$ cat config.mk
export PLATFORM = sky130hd
export DESIGN_NAME = irq_flag_regs
export DESIGN_NICKNAME = d
export VERILOG_FILES = /design/src/verilog/irq_flag_pkg.sv /design/src/verilog/irq_flag_regs.sv /design/src/verilog/sticky_byte.sv
export SDC_FILE = /design/constraint.sdc
export NUM_CORES = 1
export LEC_CHECK = 0
export ABC_AREA = 0
export BUFFER_PORTS_ARGS = -buffer_cell sky130_fd_sc_hd__buf_2
export CORE_ASPECT_RATIO = 1.25
export CORE_UTILIZATION = 45
export DETAILED_ROUTE_END_ITERATION = 8
export PLACE_DENSITY = 0.71
export SLEW_MARGIN = 15
export SYNTH_ARGS = -nofsm -noshare
export SYNTH_HDL_FRONTEND = slang
export SYNTH_HIERARCHICAL = 1
export SYNTH_SLANG_ARGS = --single-unit
$ cat constraint.sdc
create_clock -name pclk -period 6.55 [get_ports pclk]
set_input_delay 0.655 -clock pclk [delete_from_list [all_inputs] [get_ports pclk]]
set_output_delay 0.655 -clock pclk [all_outputs]
set_load 0.02 [all_outputs]
$ cat src/verilog/irq_flag_pkg.sv
package irq_flag_pkg;

  // ----------------------------------------------------------------
  // Register byte offsets
  // ----------------------------------------------------------------
  localparam logic [7:0] OFS_FLAGS_ONE   = 8'h00;
  localparam logic [7:0] OFS_FLAGS_TWO   = 8'h04;
  localparam logic [7:0] OFS_FLAGS_THREE = 8'h08;
  localparam logic [7:0] OFS_FLAGS_FOUR  = 8'h0c;
  localparam logic [7:0] OFS_CTR_EXT     = 8'h10;
  localparam logic [7:0] OFS_UART        = 8'h14;
  localparam logic [7:0] OFS_NMI         = 8'h18;
  localparam logic [7:0] OFS_LVL_LOW_A   = 8'h1c;
  localparam logic [7:0] OFS_LVL_HIGH_A  = 8'h20;
  localparam logic [7:0] OFS_IRQ_STATUS  = 8'h24;
  localparam logic [7:0] OFS_IRQ_ENABLE  = 8'h28;
  localparam logic [7:0] OFS_IRQ_CLEAR   = 8'h2c;
  localparam logic [7:0] OFS_NODE_ENABLE = 8'h30;
  localparam logic [7:0] OFS_GRANT       = 8'h34;

  // ----------------------------------------------------------------
  // Implemented-bit masks (reserved bits read zero)
  // ----------------------------------------------------------------
  localparam logic [7:0] MSK_FLAGS_ONE   = 8'h7f;
  localparam logic [7:0] MSK_FLAGS_TWO   = 8'h09;
  localparam logic [7:0] MSK_FLAGS_THREE = 8'h33;
  localparam logic [7:0] MSK_FLAGS_FOUR  = 8'h33;
  localparam logic [7:0] MSK_CTR_EXT_HW  = 8'haa;
  localparam logic [7:0] MSK_UART_HW     = 8'h03;
  localparam logic [7:0] MSK_NMI         = 8'h6f;
  localparam logic [7:0] MSK_NMI_HW      = 8'h67;
  localparam logic [7:0] MSK_LEVEL       = 8'h3f;
  localparam logic [7:0] RST_BYTE        = 8'h00;

  // ----------------------------------------------------------------
  // Field positions
  // ----------------------------------------------------------------
  localparam int POS_EXT0 = 1;
  localparam int POS_EXT1 = 3;
  localparam int POS_CTR0 = 5;
  localparam int POS_CTR1 = 7;
  localparam int POS_URX  = 0;
  localparam int POS_UTX  = 1;

  localparam int NODES     = 6;
  localparam int NODE_W    = 3;
  localparam int EVENTS    = 4;
  localparam logic [NODE_W-1:0] NODE_NONE = 3'h7;

endpackage : irq_flag_pkg

$ cat src/verilog/irq_flag_regs.sv
// The APB register port and the placing of the registers were left to the implementer.
`timescale 1ns/100ps
module irq_flag_regs
  import irq_flag_pkg::*;
(
  input  wire logic              pclk,
  input  wire logic              presetn,
  input  wire logic              cold_rst_n,
  input  wire logic              psel,
  input  wire logic              penable,
  input  wire logic              pwrite,
  input  wire logic [7:0]        paddr,
  input  wire logic [31:0]       pwdata,
  output logic      [31:0]       prdata,
  output logic                   pready,
  output logic                   pslverr,
  input  wire logic [7:0]        ev_flags_one,
  input  wire logic [7:0]        ev_flags_two,
  input  wire logic [7:0]        ev_flags_three,
  input  wire logic [7:0]        ev_flags_four,
  input  wire logic [7:0]        ev_ctr_ext,
  input  wire logic [7:0]        ev_uart,
  input  wire logic [7:0]        ev_nmi,
  input  wire logic [NODES-1:0]  node_pending,
  input  wire logic [NODES-1:0]  node_ack,
  output logic                   nmi_req,
  output logic                   node_req,
  output logic      [NODE_W-1:0] node_sel,
  output logic      [1:0]        node_level,
  output logic                   irq
);

  // ----------------------------------------------------------------
  // Bus decode
  // ----------------------------------------------------------------
  logic       wr_en;
  logic       rd_en;
  logic [7:0] wdat;
  logic       hit;
  assign wr_en = psel & penable & pwrite;
  assign rd_en = psel & penable & ~pwrite;
  assign wdat  = pwdata[7:0];

  logic we_one, we_two, we_three, we_four, we_ctr, we_uart, we_nmi;
  logic we_lo, we_hi, we_ien, we_iclr, we_nen;
  assign we_one   = wr_en & (paddr == OFS_FLAGS_ONE);
  assign we_two   = wr_en & (paddr == OFS_FLAGS_TWO);
  assign we_three = wr_en & (paddr == OFS_FLAGS_THREE);
  assign we_four  = wr_en & (paddr == OFS_FLAGS_FOUR);
  assign we_ctr   = wr_en & (paddr == OFS_CTR_EXT);
  assign we_uart  = wr_en & (paddr == OFS_UART);
  assign we_nmi   = wr_en & (paddr == OFS_NMI);
  assign we_lo    = wr_en & (paddr == OFS_LVL_LOW_A);
  assign we_hi    = wr_en & (paddr == OFS_LVL_HIGH_A);
  assign we_ien   = wr_en & (paddr == OFS_IRQ_ENABLE);
  assign we_iclr  = wr_en & (paddr == OFS_IRQ_CLEAR);
  assign we_nen   = wr_en & (paddr == OFS_NODE_ENABLE);

  // ----------------------------------------------------------------
  // Flag registers
  // ----------------------------------------------------------------
  logic [7:0] f_one, f_two, f_three, f_four, f_ctr, f_uart, f_nmi;
  logic [7:0] ctr_vec_clr;
  logic [7:0] no_clr;
  assign no_clr = RST_BYTE;

  // Vectoring to a node clears its counter/external flag
  assign ctr_vec_clr = {node_ack[3], 1'b0, node_ack[1], 1'b0,
                        node_ack[2], 1'b0, node_ack[0], 1'b0};

  sticky_byte #(.MASK(MSK_FLAGS_ONE)) u_one
  (
    .pclk    (pclk),
    .rst_n   (presetn),
    .hw_set  (ev_flags_one),
    .hw_clr  (no_clr),
    .sw_we   (we_one),
    .sw_data (wdat),
    .flags   (f_one)
  );

  sticky_byte #(.MASK(MSK_FLAGS_TWO)) u_two
  (
    .pclk    (pclk),
    .rst_n   (presetn),
    .hw_set  (ev_flags_two),
    .hw_clr  (no_clr),
    .sw_we   (we_two),
    .sw_data (wdat),
    .flags   (f_two)
  );

  sticky_byte #(.MASK(MSK_FLAGS_THREE)) u_three
  (
    .pclk    (pclk),
    .rst_n   (presetn),
    .hw_set  (ev_flags_three),
    .hw_clr  (no_clr),
    .sw_we   (we_three),
    .sw_data (wdat),
    .flags   (f_three)
  );

  sticky_byte #(.MASK(MSK_FLAGS_FOUR)) u_four
  (
    .pclk    (pclk),
    .rst_n   (presetn),
    .hw_set  (ev_flags_four),
    .hw_clr  (no_clr),
    .sw_we   (we_four),
    .sw_data (wdat),
    .flags   (f_four)
  );

  // Control bits of the counter register are plain storage
  logic [7:0] ctr_ctl_r;
  always_ff @(posedge pclk or negedge presetn)
  begin
    if (!presetn)
      ctr_ctl_r <= RST_BYTE;
    else if (we_ctr)
      ctr_ctl_r <= wdat & ~MSK_CTR_EXT_HW;
  end

  sticky_byte #(.MASK(MSK_CTR_EXT_HW)) u_ctr
  (
    .pclk    (pclk),
    .rst_n   (presetn),
    .hw_set  (ev_ctr_ext),
    .hw_clr  (ctr_vec_clr),
    .sw_we   (we_ctr),
    .sw_data (wdat),
    .flags   (f_ctr)
  );

  logic [7:0] uart_ctl_r;
  always_ff @(posedge pclk or negedge presetn)
  begin
    if (!presetn)
      uart_ctl_r <= RST_BYTE;
    else if (we_uart)
      uart_ctl_r <= wdat & ~MSK_UART_HW;
  end

  sticky_byte #(.MASK(MSK_UART_HW)) u_uart
  (
    .pclk    (pclk),
    .rst_n   (presetn),
    .hw_set  (ev_uart),
    .hw_clr  (no_clr),
    .sw_we   (we_uart),
    .sw_data (wdat),
    .flags   (f_uart)
  );

  // Debug bit has no hardware source here: its set state is reserved
  sticky_byte #(.MASK(MSK_NMI)) u_nmi
  (
    .pclk    (pclk),
    .rst_n   (cold_rst_n),
    .hw_set  (ev_nmi & MSK_NMI_HW),
    .hw_clr  (no_clr),
    .sw_we   (we_nmi),
    .sw_data (wdat),
    .flags   (f_nmi)
  );

  // ----------------------------------------------------------------
  // Level registers and node enables
  // ----------------------------------------------------------------
  logic [7:0] lvl_lo_r;
  logic [7:0] lvl_hi_r;
  logic [7:0] node_en_r;
  always_ff @(posedge pclk or negedge presetn)
  begin
    if (!presetn)
    begin
      lvl_lo_r  <= RST_BYTE;
      lvl_hi_r  <= RST_BYTE;
      node_en_r <= RST_BYTE;
    end
    else
    begin
      if (we_lo)
        lvl_lo_r <= wdat & MSK_LEVEL;
      if (we_hi)
        lvl_hi_r <= wdat & MSK_LEVEL;
      if (we_nen)
        node_en_r <= wdat & MSK_LEVEL;
    end
  end

  // ----------------------------------------------------------------
  // Arbitration
  // ----------------------------------------------------------------
  logic [NODES-1:0] req_vec;
  logic [NODE_W-1:0] win_nxt;
  logic [1:0]       win_lvl_nxt;
  logic             win_any_nxt;
  logic             nmi_any;
  assign req_vec = node_pending & node_en_r[NODES-1:0];
  assign nmi_any = |f_nmi;

  always_comb
  begin
    win_nxt     = NODE_NONE;
    win_lvl_nxt = 2'h0;
    win_any_nxt = 1'b0;
    // Walk downward so an equal level at a lower node takes over
    for (int i = NODES - 1; i >= 0; i--)
    begin
      if (req_vec[i] && (!win_any_nxt || {lvl_hi_r[i], lvl_lo_r[i]} >= win_lvl_nxt))
      begin
        win_nxt     = NODE_W'(i);
        win_lvl_nxt = {lvl_hi_r[i], lvl_lo_r[i]};
        win_any_nxt = 1'b1;
      end
    end
  end

  // ----------------------------------------------------------------
  // Interrupt status (sticky), enable, clear
  // ----------------------------------------------------------------
  logic [EVENTS-1:0] ev_vec;
  logic [EVENTS-1:0] ist_r;
  logic [EVENTS-1:0] ien_r;
  assign ev_vec = {|(ev_uart & MSK_UART_HW), |(ev_ctr_ext & MSK_CTR_EXT_HW),
                   |(ev_nmi & MSK_NMI_HW),
                   |{ev_flags_one, ev_flags_two, ev_flags_three, ev_flags_four}};

  always_ff @(posedge pclk or negedge presetn)
  begin
    if (!presetn)
    begin
      ist_r <= '0;
      ien_r <= '0;
    end
    else
    begin
      // New event wins over a simultaneous clear
      ist_r <= ev_vec | (ist_r & ~({EVENTS{we_iclr}} & wdat[EVENTS-1:0]));
      if (we_ien)
        ien_r <= wdat[EVENTS-1:0];
    end
  end

  // ----------------------------------------------------------------
  // Registered outputs
  // ----------------------------------------------------------------
  always_ff @(posedge pclk or negedge presetn)
  begin
    if (!presetn)
    begin
      nmi_req    <= 1'b0;
      node_req   <= 1'b0;
      node_sel   <= NODE_NONE;
      node_level <= 2'h0;
      irq        <= 1'b0;
    end
    else
    begin
      nmi_req    <= nmi_any;
      node_req   <= win_any_nxt & ~nmi_any;
      node_sel   <= win_nxt;
      node_level <= win_lvl_nxt;
      irq        <= |(ist_r & ien_r);
    end
  end

  // ----------------------------------------------------------------
  // Read mux
  // ----------------------------------------------------------------
  logic [7:0] rd_byte;
  always_comb
  begin
    hit     = 1'b1;
    rd_byte = RST_BYTE;
    unique case (paddr)
      OFS_FLAGS_ONE   : rd_byte = f_one;
      OFS_FLAGS_TWO   : rd_byte = f_two;
      OFS_FLAGS_THREE : rd_byte = f_three;
      OFS_FLAGS_FOUR  : rd_byte = f_four;
      OFS_CTR_EXT     : rd_byte = f_ctr | ctr_ctl_r;
      OFS_UART        : rd_byte = f_uart | uart_ctl_r;
      OFS_NMI         : rd_byte = f_nmi;
      OFS_LVL_LOW_A   : rd_byte = lvl_lo_r;
      OFS_LVL_HIGH_A  : rd_byte = lvl_hi_r;
      OFS_IRQ_STATUS  : rd_byte = {4'h0, ist_r};
      OFS_IRQ_ENABLE  : rd_byte = {4'h0, ien_r};
      OFS_IRQ_CLEAR   : rd_byte = RST_BYTE;
      OFS_NODE_ENABLE : rd_byte = node_en_r;
      OFS_GRANT       : rd_byte = {nmi_req, node_req, node_level, 1'b0, node_sel};
      default         : hit = 1'b0;
    endcase
  end

  // Zero-wait slave; unmapped offsets answer with an error
  always_ff @(posedge pclk or negedge presetn)
  begin
    if (!presetn)
      prdata <= '0;
    else if (psel & ~penable & ~pwrite)
      prdata <= {24'h0, rd_byte};
  end

  logic err_nxt;
  assign err_nxt = psel & ~penable & ~hit;
  always_ff @(posedge pclk or negedge presetn)
  begin
    if (!presetn)
    begin
      pready  <= 1'b0;
      pslverr <= 1'b0;
    end
    else
    begin
      pready  <= psel & ~penable;
      pslverr <= err_nxt;
    end
  end

  // ----------------------------------------------------------------
  // Checks
  // ----------------------------------------------------------------
  AST_RSVD_ZERO: assert property (@(posedge pclk) disable iff (!presetn)
    ((f_two & ~MSK_FLAGS_TWO) == 8'h00) && ((f_one & ~MSK_FLAGS_ONE) == 8'h00))
    else $error("reserved flag bit set");
  AST_SET_STICKS: assert property (@(posedge pclk) disable iff (!presetn)
    ev_flags_three[0] |=> f_three[0])
    else $error("event did not set flag");
  AST_HW_WINS: assert property (@(posedge pclk) disable iff (!presetn)
    (we_one && ev_flags_one[2]) |=> f_one[2])
    else $error("software write beat hardware set");
  AST_NO_HW_CLEAR: assert property (@(posedge pclk) disable iff (!presetn)
    (f_uart[POS_URX] && !we_uart) |=> f_uart[POS_URX])
    else $error("uart flag lost without write");
  AST_VEC_CLEAR: assert property (@(posedge pclk) disable iff (!presetn)
    (node_ack[1] && !ev_ctr_ext[POS_CTR0] && !we_ctr) |=> !f_ctr[POS_CTR0])
    else $error("overflow flag kept after vectoring");
  AST_EXT_SET: assert property (@(posedge pclk) disable iff (!presetn)
    ev_ctr_ext[POS_EXT1] |=> f_ctr[POS_EXT1])
    else $error("external flag not set");
  AST_NMI_OVER: assert property (@(posedge pclk) disable iff (!presetn)
    nmi_req |-> !node_req)
    else $error("node request beside nmi");
  AST_NMI_KEEP: assert property (@(posedge pclk) disable iff (!cold_rst_n)
    (f_nmi[0] && !we_nmi) |=> f_nmi[0])
    else $error("nmi cause lost");
  AST_LEVEL_WIN: assert property (@(posedge pclk) disable iff (!presetn)
    (win_any_nxt && req_vec[0]) |-> (win_lvl_nxt >= {lvl_hi_r[0], lvl_lo_r[0]}))
    else $error("lower level won arbitration");

endmodule // irq_flag_regs

$ cat src/verilog/sticky_byte.sv
`timescale 1ns/100ps
// Sticky flag byte: hardware set beats software clear and hardware clear.
module sticky_byte
  import irq_flag_pkg::*;
#(
  parameter logic [7:0] MASK = 8'hff
)
(
  input  wire logic       pclk,
  input  wire logic       rst_n,
  input  wire logic [7:0] hw_set,
  input  wire logic [7:0] hw_clr,
  input  wire logic       sw_we,
  input  wire logic [7:0] sw_data,
  output logic      [7:0] flags
);

  logic [7:0] flags_r;
  logic [7:0] flags_nxt;

  // Written value only lands on bits hardware is not setting
  assign flags_nxt = MASK & (hw_set | ((sw_we ? sw_data : flags_r) & ~hw_clr));
  assign flags     = flags_r;

  always_ff @(posedge pclk or negedge rst_n)
  begin
    if (!rst_n)
      flags_r <= RST_BYTE;
    else
      flags_r <= flags_nxt;
  end

endmodule // sticky_byte
Word level (Yosys, flattened, before mapping)
Index checks and enable logic that the tools add are counted.

Equal/unequal tests: 13. Add/subtract/negate cells: 0. $lt $le $gt $ge: 5. Multiplexer cells: 27. Shift operators: 0. Multipliers: 0. Reduce and logical (&&, ||, !) cells: 23. Divide/modulo/power cells: 0. Bitwise logic cells: 39.

Operators by type and width (number): one-hot mux 8 bit (13 select lines) (1); equality test 8 x 6 -> 1 bit, second input constant (6); equality test 8 x 5 -> 1 bit, second input constant (4); OR reduction 32 bit (1); AND 1 bit (18); two-way mux 2 bit (9); equality test 8 x 4 -> 1 bit, second input constant (2); two-way mux 7 bit (2); bitwise OR 7 bit (2); OR reduction 14 bit (1); AND 4 bit (3); two-way mux 3 bit (4); two-way mux 6 bit (2); bitwise OR 6 bit (2); greater-or-equal comparator 2 bit (5); AND 8 bit (1); equality test 8 x 3 -> 1 bit, second input constant (1); zero test 8 bit (1); two-way mux 8 bit (1); inverter 8 bit (1); bitwise OR 2 x 8 -> 8 bit (1); bitwise OR 4 bit (2); bitwise OR 8 x 7 -> 8 bit (1); bitwise OR 8 bit (1); 13 further kinds (35).

Bits in writable memories: 0. Register bits: 83. Input bits: 114. Memories: 0. Bits in latches: 0. Bits in read-only memories: 0.

Depth between registers and ports, before layout
Gate-level depths: netlist of the first run.

Depth after elaboration: 23. Gate-level depth with buffers: 30. Mapped depth without buffers: 29.

Modules after synthesis
Netlist of the first run, hierarchy kept.

By module, submodules not included: irq_flag_regs (cells each 392, area each 3807.4 um^2, sequential area each 1355.0 um^2, times used 1); sticky_byte (u_ctr ...) (cells each 18, area each 209.0 um^2, sequential area each 100.1 um^2, times used 3); sticky_byte (u_one) (cells each 24, area each 320.3 um^2, sequential area each 175.2 um^2, times used 1); sticky_byte (u_nmi) (cells each 22, area each 285.3 um^2, sequential area each 150.1 um^2, times used 1); sticky_byte (u_two ...) (cells each 13, area each 133.9 um^2, sequential area each 50.0 um^2, times used 2).

Worst setup path before layout of the first run
OpenSTA, ideal clock, no wires.

Path type: in2reg. Start point: input port node_pending[5]. End point: register node_level[0]. Slack: 0.433 ns. Library setup time: 0.133 ns. Data arrival time: 5.984 ns. Required time: 6.417 ns. Stages on the path: 29. Cells stage by stage: and3_2 ha_1 nand2b_1 a211oi_1 o31ai_1 ha_1 nand2b_1 a221o_1 nor2b_1 nor2_1 a21oi_1 ha_1 nand2b_1 a211o_2 nor2b_1 buf_2 a221oi_1 a21oi_1 ha_1 a21oi_1 a21oi_2 a21oi_1 a22oi_1 ha_1 nand2b_1 a21oi_1 a21oi_1 a211oi_1 a21oi_2.

Cells in the longest elaborated chain, start to end: 22.

Ends and longest elaborated chain: start: declaration (line irq_flag_regs.sv:24) `input wire logic [NODES-1:0] node_pending,`; AND 6 bit * (line irq_flag_regs.sv:201) `assign req_vec = node_pending & node_en_r[NODES-1:0];`; two-way mux 2 bit or two-way mux 1 bit (tied branches) (line irq_flag_regs.sv:212) `if (req_vec[i] && (!win_any_nxt || {lvl_hi_r[i], lvl_lo_r[i]} >= win_lvl_nxt))`; greater-or-equal comparator 2 bit or zero test 1 bit (tied branches) (line irq_flag_regs.sv:212); logical OR 1 bit (line irq_flag_regs.sv:212); logical AND 1 bit (line irq_flag_regs.sv:212); two-way mux 2 bit or two-way mux 1 bit (tied branches) (line irq_flag_regs.sv:212); greater-or-equal comparator 2 bit or zero test 1 bit (tied branches) (line irq_flag_regs.sv:212); logical OR 1 bit (line irq_flag_regs.sv:212); [... 7 more ...]; logical OR 1 bit (line irq_flag_regs.sv:212); logical AND 1 bit (line irq_flag_regs.sv:212); two-way mux 2 bit or two-way mux 1 bit (tied branches) (line irq_flag_regs.sv:212); greater-or-equal comparator 2 bit or zero test 1 bit (tied branches) (line irq_flag_regs.sv:212); logical OR 1 bit (line irq_flag_regs.sv:212); logical AND 1 bit (line irq_flag_regs.sv:212); two-way mux 2 bit * (line irq_flag_regs.sv:212); named net win_lvl_nxt[0] (line irq_flag_regs.sv:198) `logic [1:0] win_lvl_nxt;`; end signal: assignment (line irq_flag_regs.sv:265) `node_level <= win_lvl_nxt;`; end: declaration (line irq_flag_regs.sv:29) `output logic [1:0] node_level,`.

Mark *: on every way through the listed nets, which the timed path passes. The rest lies on a longest branch. A chain may end at the register's enable or synchronous reset.

Worst setup path in the final report of the first run
Start point: register lvl_lo_r[5]. End point: register node_sel[2].

Cells in the longest elaborated chain, start to end: 21.

Ends and longest elaborated chain: start: declaration (line irq_flag_regs.sv:171) `logic [7:0] lvl_lo_r;`; start signal: assignment (line irq_flag_regs.sv:185) `lvl_lo_r <= wdat & MSK_LEVEL;`; two-way mux 2 bit * (line irq_flag_regs.sv:212); greater-or-equal comparator 2 bit (line irq_flag_regs.sv:212); logical OR 1 bit (line irq_flag_regs.sv:212); logical AND 1 bit (line irq_flag_regs.sv:212); two-way mux 2 bit or two-way mux 1 bit (tied branches) (line irq_flag_regs.sv:212); greater-or-equal comparator 2 bit or zero test 1 bit (tied branches) (line irq_flag_regs.sv:212); logical OR 1 bit (line irq_flag_regs.sv:212); logical AND 1 bit (line irq_flag_regs.sv:212); [... 6 more ...]; logical OR 1 bit (line irq_flag_regs.sv:212); logical AND 1 bit (line irq_flag_regs.sv:212); two-way mux 2 bit or two-way mux 1 bit (tied branches) (line irq_flag_regs.sv:212); greater-or-equal comparator 2 bit or zero test 1 bit (tied branches) (line irq_flag_regs.sv:212); logical OR 1 bit (line irq_flag_regs.sv:212); logical AND 1 bit (line irq_flag_regs.sv:212); two-way mux 3 bit * (line irq_flag_regs.sv:212); named net win_nxt[2] (line irq_flag_regs.sv:197) `logic [NODE_W-1:0] win_nxt;`; end signal: assignment (line irq_flag_regs.sv:264) `node_sel <= win_nxt;`; end: declaration (line irq_flag_regs.sv:28) `output logic [NODE_W-1:0] node_sel,`.

Marks and branches as above.

==> results by stage, run 1 <==
Worst setup path:
- The most critical setup path has its startpoint at lvl_lo_r[5].
- The peak per-stage delay on the critical path is between 400 and 500 ps.
- The capturing element type of the critical path is a flop.
- The cell with the largest stage delay on the worst path is sky130_fd_sc_hd__dfrtp_1.
- STA classifies the critical path startpoint as a flop.
- The end of the critical path is node_sel[2].
- The endpoint identified for the worst register-to-register timing path is node_sel[2].
- The depth of the worst register-to-register path is 27.
- The worst register-to-register path has a setup slack of 370 ps.
- STA puts the critical path data required time at ~6800 ps.
- Data on the critical path arrives at its endpoint at 6420 ps.
- Along the worst path, the maximum fanout reaches 6.
- The critical path class is reg2reg.
- In this run the critical register-to-register path is launched from lvl_lo_r[5].

Logic synthesis:
- Synthesis produced just over 500 cells.
- For this run, the leading register cell type out of synthesis is sky130_fd_sc_hd__dfrtp_1.
- The synthesized netlist occupies a cell area of roughly 5300 sq um.
- The share of the Yosys chip area taken by registers is 0.392.
- The fraction of registers with async set or reset after synthesis is 1.00.
- The post-synthesis cell type count is 71.
- The number of flops mapped to enable cells by yosys is 0.
- The synthesized design contains 83 register bits.
- The synthesis warning total is 6.
- The mean instance size in the synthesized netlist is approximately 10 sq um.

Clock tree:
- The clock passes through at most 2 buffers.
- The root buffer cell chosen for the clock tree is sky130_fd_sc_hd__clkbuf_16.
- The count of cells resized by post-cts repair is 0.
- Buffers inserted to repair hold after CTS numbered 0.
- The number of setup buffers added after CTS is 0.
- The clock insertion delay at the later pin of the skew report is around 340 ps.
- The H-tree depth is 3.
- The clock sink count is 83.
- Clock-pin slew was measured on the worst setup and hold paths at 60 ps.
- The number of buffers added by the clock tree synthesis step is 9.
- The clock tree from TritonCTS is yes.

Drt:
- The remaining antenna violation count is 0.
- The DRC violation count after routing is 0.
- Dividing the detail-routed wire length by the instance count gives between 15 and 20 microns.
- The first detailed-routing pass ran for 6 iterations.
- For this block, the routed nets add up to around 15000 microns of wire.
- The initial DRC count is 261.
- The vias after detailed routing is ~4300.
- The number of vias per cell is between 5 and 6.

Global routing:
- The number of global-route vias before repair was about 4400.
- The initial antenna violation count is 0.
- The total overflow left after global routing is 0.
- For this run, the total global-route usage over all layers was measured as 0.256.
- The first global-routing pass estimated roughly 23000 microns of wire.
- Entering global routing, the biggest net connects 78 pins.

Placed design:
- The detailed placer's ending HPWL is approximately 11000 microns.
- The worst setup timing slack at the placement stage is -62.4 ps.
- The number of placed instances, taps included, is 748.
- The global placement routability congestion is 0.904.
- The number of I/O port buffers is 92.
- The placed instances occupy a cell area of ~5700 sq um.

Floorplan:
- The floorplan die width is slightly below 100 microns.
- Measured along the y axis, the die boundary spans between 100 and 150 microns.
- The floorplan step defined a die boundary enclosing ~12000 sq um.
- For this configuration, the core starts out at a cell density of 0.459.
- approximately 160 I/O pins were placed.
- The floorplan has 44 rows.
- The area of the placeable core is 11600 sq um.

Timing:
- On the final layout, the worst hold slack is 122 ps.
- Setup repair after global routing left no endpoint under its margin.
- Setup violations remaining at the end of the flow were counted as 0.
- The final critical-path share of the clock period is 0.944.
- The maximum frequency from static timing analysis is between 150 and 200 MHz.
- The relative slew slack is 0.315.
- On the final layout, the worst clock skew is between 7 and 8 ps.
- The worst path meets setup with about 370 ps of slack.
- For the pin with the worst max-slew slack, the measured transition is about 1000 ps.
- The number of pins with negative max-slew slack in the final report is 0.
- Counting I/O delays and the setup requirement, the final critical path takes 6180 ps.
- The final hold violation count came to 0.

Layout:
- The count of antenna diodes in the layout is 0.
- In the layout the commonest cells are sky130_fd_sc_hd__buf_2 (91), sky130_fd_sc_hd__dfrtp_1 (80), sky130_fd_sc_hd__conb_1 (77), sky130_fd_sc_hd__nand2_1 (40), sky130_fd_sc_hd__mux2i_1 (38).
- The fill cell total of the finished layout is roughly 1100.
- The final design instance area without fill is between 6000 and 7000 sq um.
- The final standard cell count with taps included and fillers excluded is roughly 760.
- The fraction of layout cells with a size suffix above 1 is 0.290.
- The leading cell type in the layout, fill and taps excluded is sky130_fd_sc_hd__buf_2.
- The total number of nets in the final design is around 750.
- Compared with the post-synthesis result, the final layout area differs by 13.8%.

Pwr:
- Total power for the finished layout comes to roughly 1.2 mW.
- Across the VDD grid, the largest voltage drop is 115 uV.
- Power spread over the standard cell area amounts to roughly 190 nW/um^2.
- The leakage power is approximately 2.7 nW.

Run status:
- The flow ran to the end, and the final reports show no timing, DRC or antenna violations.

Flow run:
- Across the run, the number of max-cap violations was 0.

Min path:
- The classification of the worst-slack hold path is in2async.
## worst min-delay path by stage
stage / startpoint / to / slack (ps) / cells past startpoint
after global routing: cold_rst_n / u_nmi/flags[6] / 130 / 1
final: cold_rst_n / u_nmi/flags[5] / 120 / 1
after CTS: cold_rst_n / u_nmi/flags[5] / 120 / 1
after detailed placement: prdata[6] / prdata[6] / 470 / 2
after floorplan: presetn / ctr_ctl_r[0] / 360 / 0
after global placement: prdata[7] / prdata[7] / 460 / 2
## layout make-up
cell class / instances / area [sq um] / share of cell area
multi-input combinational: 419 / 2970 / 0.492
sequential: 83 / 2080 / 0.345
timing repair buffer: 98 / 508 / 0.0841
clock buffer: 11 / 243 / 0.0402
tap: 138 / 173 / 0.0286
inverter: 10 / 37.5 / 0.00622
clock inverter: 4 / 26.3 / 0.00435
## report_power, final
group          internal [mW]  leakage (nW)  switching [mW]
registers              0.532          1.02          0.0144
logic                 0.0541          1.53          0.0922
clock network          0.265         0.132           0.205
## metrics by stage
| step | TNS (ps) | utilization |
|---|---|---|
| after floorplan | 0 | - |
| after global placement | 0 | 0.497 |
| after detailed placement | -140 | 0.497 |
| after CTS | 0 | 0.520 |
| after global routing | 0 | 0.522 |
| final | 0 | 0.522 |
## kinds of logic (layout without fill, tap and decap cells)
group / count (synthesis) / in the layout / synth area share
adder cells (fa/ha/maj): 10 / 10 / 0.0236
AO/OA/AOI/OAI: 120 / 120 / 0.164
flip-flops: 83 / 83 / 0.392
other: 8 / 77 / 0.00566
AND/OR/NAND/NOR: 133 / 133 / 0.142
multiplexers: 79 / 79 / 0.171
buffers and inverters: 85 / 123 / 0.102
## metal layers
metal | track usage | up-vias | wire (microns)
met5 | 0 | - | 0
li1 | - | 2000 | -
met4 | 0.122 | 0 | 617
met1 | 0.322 | 2114 | 6080
met2 | 0.432 | 185 | 7170
met3 | 0.0441 | 43 | 767
## state kept, by name, indices dropped and copies added (netlist names), 2 cells and up
register,cells
u_two/flags,2
lvl_hi_r,6
uart_ctl_r,6
ctr_ctl_r,4
u_nmi/flags,6
u_one/flags,7
u_three/flags,4
node_en_r,6
ist_r,4
lvl_lo_r,6
node_level,2
prdata,8
u_four/flags,4
u_uart/flags,2
u_ctr/flags,4
node_sel,3
ien_r,4
## cells in the mapped netlist, types with 4 or more instances
library cell / count / share of area
sky130_fd_sc_hd__nand3_1: 9 / 0.0085
sky130_fd_sc_hd__mux2i_1: 38 / 0.072
sky130_fd_sc_hd__mux2_2: 35 / 0.074
sky130_fd_sc_hd__mux4_2: 6 / 0.025
sky130_fd_sc_hd__or2_2: 4 / 0.0047
sky130_fd_sc_hd__nor2_1: 19 / 0.013
sky130_fd_sc_hd__inv_1: 10 / 0.0071
sky130_fd_sc_hd__ha_1: 10 / 0.024
sky130_fd_sc_hd__nand2b_1: 6 / 0.0071
sky130_fd_sc_hd__a22oi_1: 10 / 0.014
sky130_fd_sc_hd__a21oi_1: 12 / 0.011
sky130_fd_sc_hd__conb_1: 8 / 0.0057
sky130_fd_sc_hd__clkbuf_1: 8 / 0.0057
sky130_fd_sc_hd__dfrtp_1: 80 / 0.38
sky130_fd_sc_hd__nor3_1: 6 / 0.0057
sky130_fd_sc_hd__o21bai_1: 29 / 0.041
sky130_fd_sc_hd__o21ai_0: 17 / 0.016
sky130_fd_sc_hd__nor2b_1: 6 / 0.0071
sky130_fd_sc_hd__nand2_1: 40 / 0.028
sky130_fd_sc_hd__buf_2: 6 / 0.0057
sky130_fd_sc_hd__a211oi_1: 9 / 0.013
sky130_fd_sc_hd__buf_1: 4 / 0.0028
sky130_fd_sc_hd__or4_1: 4 / 0.0057
sky130_fd_sc_hd__buf_4: 52 / 0.074
sky130_fd_sc_hd__nor4_1: 13 / 0.015
## critical path, delay by kind of cell (launching register included)
kind            cells  cell delay (ps)
compound gates     13             2650
fa+ha+maj           5             1370
buf+inv             1              160
flops               1              440
simple gates        8             1460
No activity file was read; power rests on OpenSTA's default activity.
==> run 2: changes to the inputs <==
- ABC_AREA: 0 -> 1
- PLACE_DENSITY: 0.71 -> 0.7
==> run 2 against run 1 <==
Die area is 7.2% higher. Clock-buffer cell count is 1 higher. Core utilization is 1.1 points higher. Register-to-register slack better by 990 ps. Wire length is 5.9% lower. Cell count is 46% higher. Fmax is 19% higher. Final area is 7.9% higher.
==> results by stage, run 2 <==
Worst setup path:
- For the worst setup path, the data arrival time is approximately 5500 ps.
- In this run the critical register-to-register path is captured at node_sel[2].
- The maximum fanout along the worst path is 5.
- The capturing element type of the critical path is a flop.
- The source of the worst register-to-register timing path is node_en_r[5].
- The peak per-stage delay on the critical path is 390 ps.
- Counting stages on the worst path, the most repeated cell is sky130_fd_sc_hd__nand2_1.
- Following the worst setup path forward leads to its endpoint at node_sel[2].
- For flop-to-flop paths, the worst setup slack is 1360 ps.
- The worst setup path is launched from a flop.
- Measured in cells, the most critical reg-to-reg path has a length of 37.
- The cell with the largest stage delay on the worst path is sky130_fd_sc_hd__dfrtp_1.
- The critical path class is reg2reg.
- The required time at the endpoint of the critical path is about 7000 ps.
- The origin of the worst setup path is node_en_r[5].

Drt:
- The wire length per cell after detailed routing is 12.4 microns.
- After the first detailed-routing iteration, the DRC count stood at 276.
- The DRC violation count after routing is 0.
- Using the TritonRoute via totals, the vias-per-cell ratio works out to roughly 4.5.
- The routed design has ~14000 microns of wire.
- The detailed router placed ~5000 vias in this run.
- The first-pass iteration count of the detailed router is 5.
- Once detail routing completed, the nets flagged for antenna violations numbered 0.

Layout:
- The fill cell total of the finished layout is approximately 1300.
- In the layout the commonest cells are sky130_fd_sc_hd__nand2_1 (256), sky130_fd_sc_hd__inv_1 (150), sky130_fd_sc_hd__buf_2 (91), sky130_fd_sc_hd__dfrtp_1 (80).
- Leaving out fill and tap cells, the most frequent cell in the layout is sky130_fd_sc_hd__nand2_1.
- The count of antenna diodes in the layout is 0.
- Counting flops per register, the top entry is prdata.
- In the final layout, the share of cells above drive strength 1 is 0.178.
- For this run, the post-layout net count is approximately 1100.
- The area growth from synthesis to layout is 14.4%.
- The final design instance area without fill is about 6500 sq um.
- The register with the most flip-flops in the layout has 8 of them.

Timing:
- Setup repair after global routing left no endpoint under its margin.
- The final hold violation count came to 0.
- The actual slew at the worst max-slew pin is ~1000 ps.
- The final critical-path share of the clock period is 0.793.
- For the final routed database, the setup TNS stands at 0 ps.
- Based on the critical path, the design can be clocked at up to roughly 190 MHz.
- The number of failing setup endpoints in the final timing report is 0.
- The relative slew slack is 0.332.
- Clock skew on the completed layout was measured at 6.28 ps.
- The number of pins with negative max-slew slack in the final report came to 0.
- The minimum clock period after layout is between 5000 and 6000 ps.

Global routing:
- The most used routing layer is met2.
- The number of global-route vias before repair is ~4500.
- The wire length of the first global-routing pass is roughly 22000 microns.
- The initial antenna violation count is 0.
- Entering global routing, the biggest net connects approximately 80 pins.
- For this run, global-route usage on met1 was measured as 0.291.
- The met3 demand-to-capacity share in global routing is 0.0262.
- The fraction of met2 tracks used by global routing is 0.356.
- The leftover overflow at the end of global routing is 0.
- For this run, the total global-route usage over all layers was measured as 0.221.

Clock tree:
- The clock insertion delay at the later pin of the skew report is around 340 ps.
- The tree is rooted in a sky130_fd_sc_hd__clkbuf_16.
- In this run, post-CTS hold repair placed 0 buffers.
- Post-CTS timing repair inserted 0 buffers for setup.
- The clock tree from TritonCTS is yes.
- The clock passes through at most 2 buffers.
- In this run, CTS created clock tree buffers numbering 9.
- The clock transition at the registers of the reported paths is about 60 ps.
- The H-tree depth is 3.
- The count of cells resized by post-cts repair is 0.
- The clock net in this run drives a total of slightly above 80 sinks.

Floorplan:
- Row generation in the floorplan step produced 45 rows.
- The area of the placeable core is 12200 sq um.
- The I/O pin count is ~160.
- The vertical extent of the die is 128 microns.
- The die area is between 10000 and 15000 sq um.
- The floorplan die width is 103 microns.
- The starting density of the core is 0.466.

Placed design:
- The detailed placer's ending HPWL is ~11000 microns.
- The global placement routability congestion is 0.872.
- The placed instances occupy a cell area of roughly 6000 sq um.
- In this run the tool buffered the top-level ports with 92 buffer cells.

Pwr:
- The leakage power is 3.61 nW.
- The worst-case IR drop observed on VDD is 138 uV.
- For this design the ratio of total power to cell area is approximately 190 nW/um^2.

Logic synthesis:
- Of the post-synthesis cell area, the dominant cell type holds 0.351.
- By area the synthesized netlist is led by sky130_fd_sc_hd__dfrtp_1 (35%), sky130_fd_sc_hd__nand2_1 (17%), sky130_fd_sc_hd__inv_1 (9.9%).
- The flip-flop and latch count after synthesis is 83.
- After synthesis, the most frequently instantiated cells are sky130_fd_sc_hd__nand2_1 (256), sky130_fd_sc_hd__inv_1 (150), sky130_fd_sc_hd__dfrtp_1 (80).
- The mean instance size in the synthesized netlist is roughly 6.9 sq um.
- The synthesis warning total is 6.
- The cell count after synthesis is around 830.
- The library cell with the highest instance count after synthesis is sky130_fd_sc_hd__nand2_1.
- The number of flops mapped to enable cells by yosys is 0.
- The proportion of synthesized chip area in sequential cells is 0.365.
- The synthesized netlist occupies a cell area of ~5700 sq um.
- Summed over all instances, the cell type with the most area after synthesis is sky130_fd_sc_hd__dfrtp_1.
- Counting flops with an async set or reset pin after synthesis yields a share of 1.00.
- The most used flip-flop cell after synthesis is sky130_fd_sc_hd__dfrtp_1.
- In this run, distinct cell masters in the synthesized netlist total 36.

Min path:
- The min-delay analysis places its worst path in the category in2async.

Run status:
- The flow ran to the end, and the final reports show no timing, DRC or antenna violations.

Flow run:
- The count of max-cap constraint violations is 0.
[run 2: where the power goes]
group | internal [mW] | total [mW] | switching, mW | leakage, nW
combinational | 0.0430 | 0.134 | 0.0907 | 2.42
clock | 0.354 | 0.560 | 0.206 | 0.159
sequential | 0.531 | 0.545 | 0.0135 | 1.03
total | 0.929 | 1.24 | 0.310 | 3.61
[run 2: per-stage QoR]
step                      setup WS [ps]  instances  power, mW  utilization  hold WS [ps]
after floorplan                    1720        898      0.650            -           359
after global placement             1120       1096      0.687        0.506           450
after detailed placement           1040       1096      0.688        0.506           453
after CTS                          1330       1112       1.25        0.533           127
after global routing                801       1112       1.28        0.533           134
final                              1360       1112       1.24        0.533           132
[run 2: area by class of cell]
class / count / area (sq um) / area share
Sequential cell: 83 / 2080 / 0.319
Multi-Input combinational cell: 577 / 2760 / 0.423
Tap cell: 164 / 205 / 0.0315
Clock buffer: 12 / 256 / 0.0394
Timing Repair Buffer: 92 / 463 / 0.0711
Inverter: 180 / 681 / 0.104
Clock inverter: 4 / 72.6 / 0.0111
[run 2: critical path, delay by kind of cell, from the launching register on]
family | cells | cell delay (ps)
and+or+nand+nor | 25 | 2610
DFF | 1 | 390
AOI/OAI and AO/OA | 3 | 520
buffers and inverters | 4 | 320
adders and majority gates | 5 | 1310
[run 2: worst min-delay path by stage]
stage               cells after the start           from  slack (ps)              to
finish                                  1     cold_rst_n         130  u_nmi/flags[6]
global route                            1     cold_rst_n         130  u_nmi/flags[2]
CTS                                     1     cold_rst_n         130  u_nmi/flags[5]
detailed placement                      2  uart_ctl_r[7]         450   uart_ctl_r[7]
global placement                        2  uart_ctl_r[7]         450   uart_ctl_r[7]
floorplan                               0        presetn         360    ctr_ctl_r[0]
[run 2: cell families after synthesis]
kind of cell / count (synthesis) / synth area share
other cells: 8 / 0.00527
compound gates: 56 / 0.0532
fa+ha+maj: 10 / 0.0220
flops: 83 / 0.365
buf+inv: 238 / 0.196
simple gates: 434 / 0.358
[run 2: routing by layer]
layer / up-vias / wire (microns)
met5: - / 0
met1: 2204 / 6120
met2: 164 / 6400
met3: 36 / 681
met4: 0 / 571
li1: 2639 / -
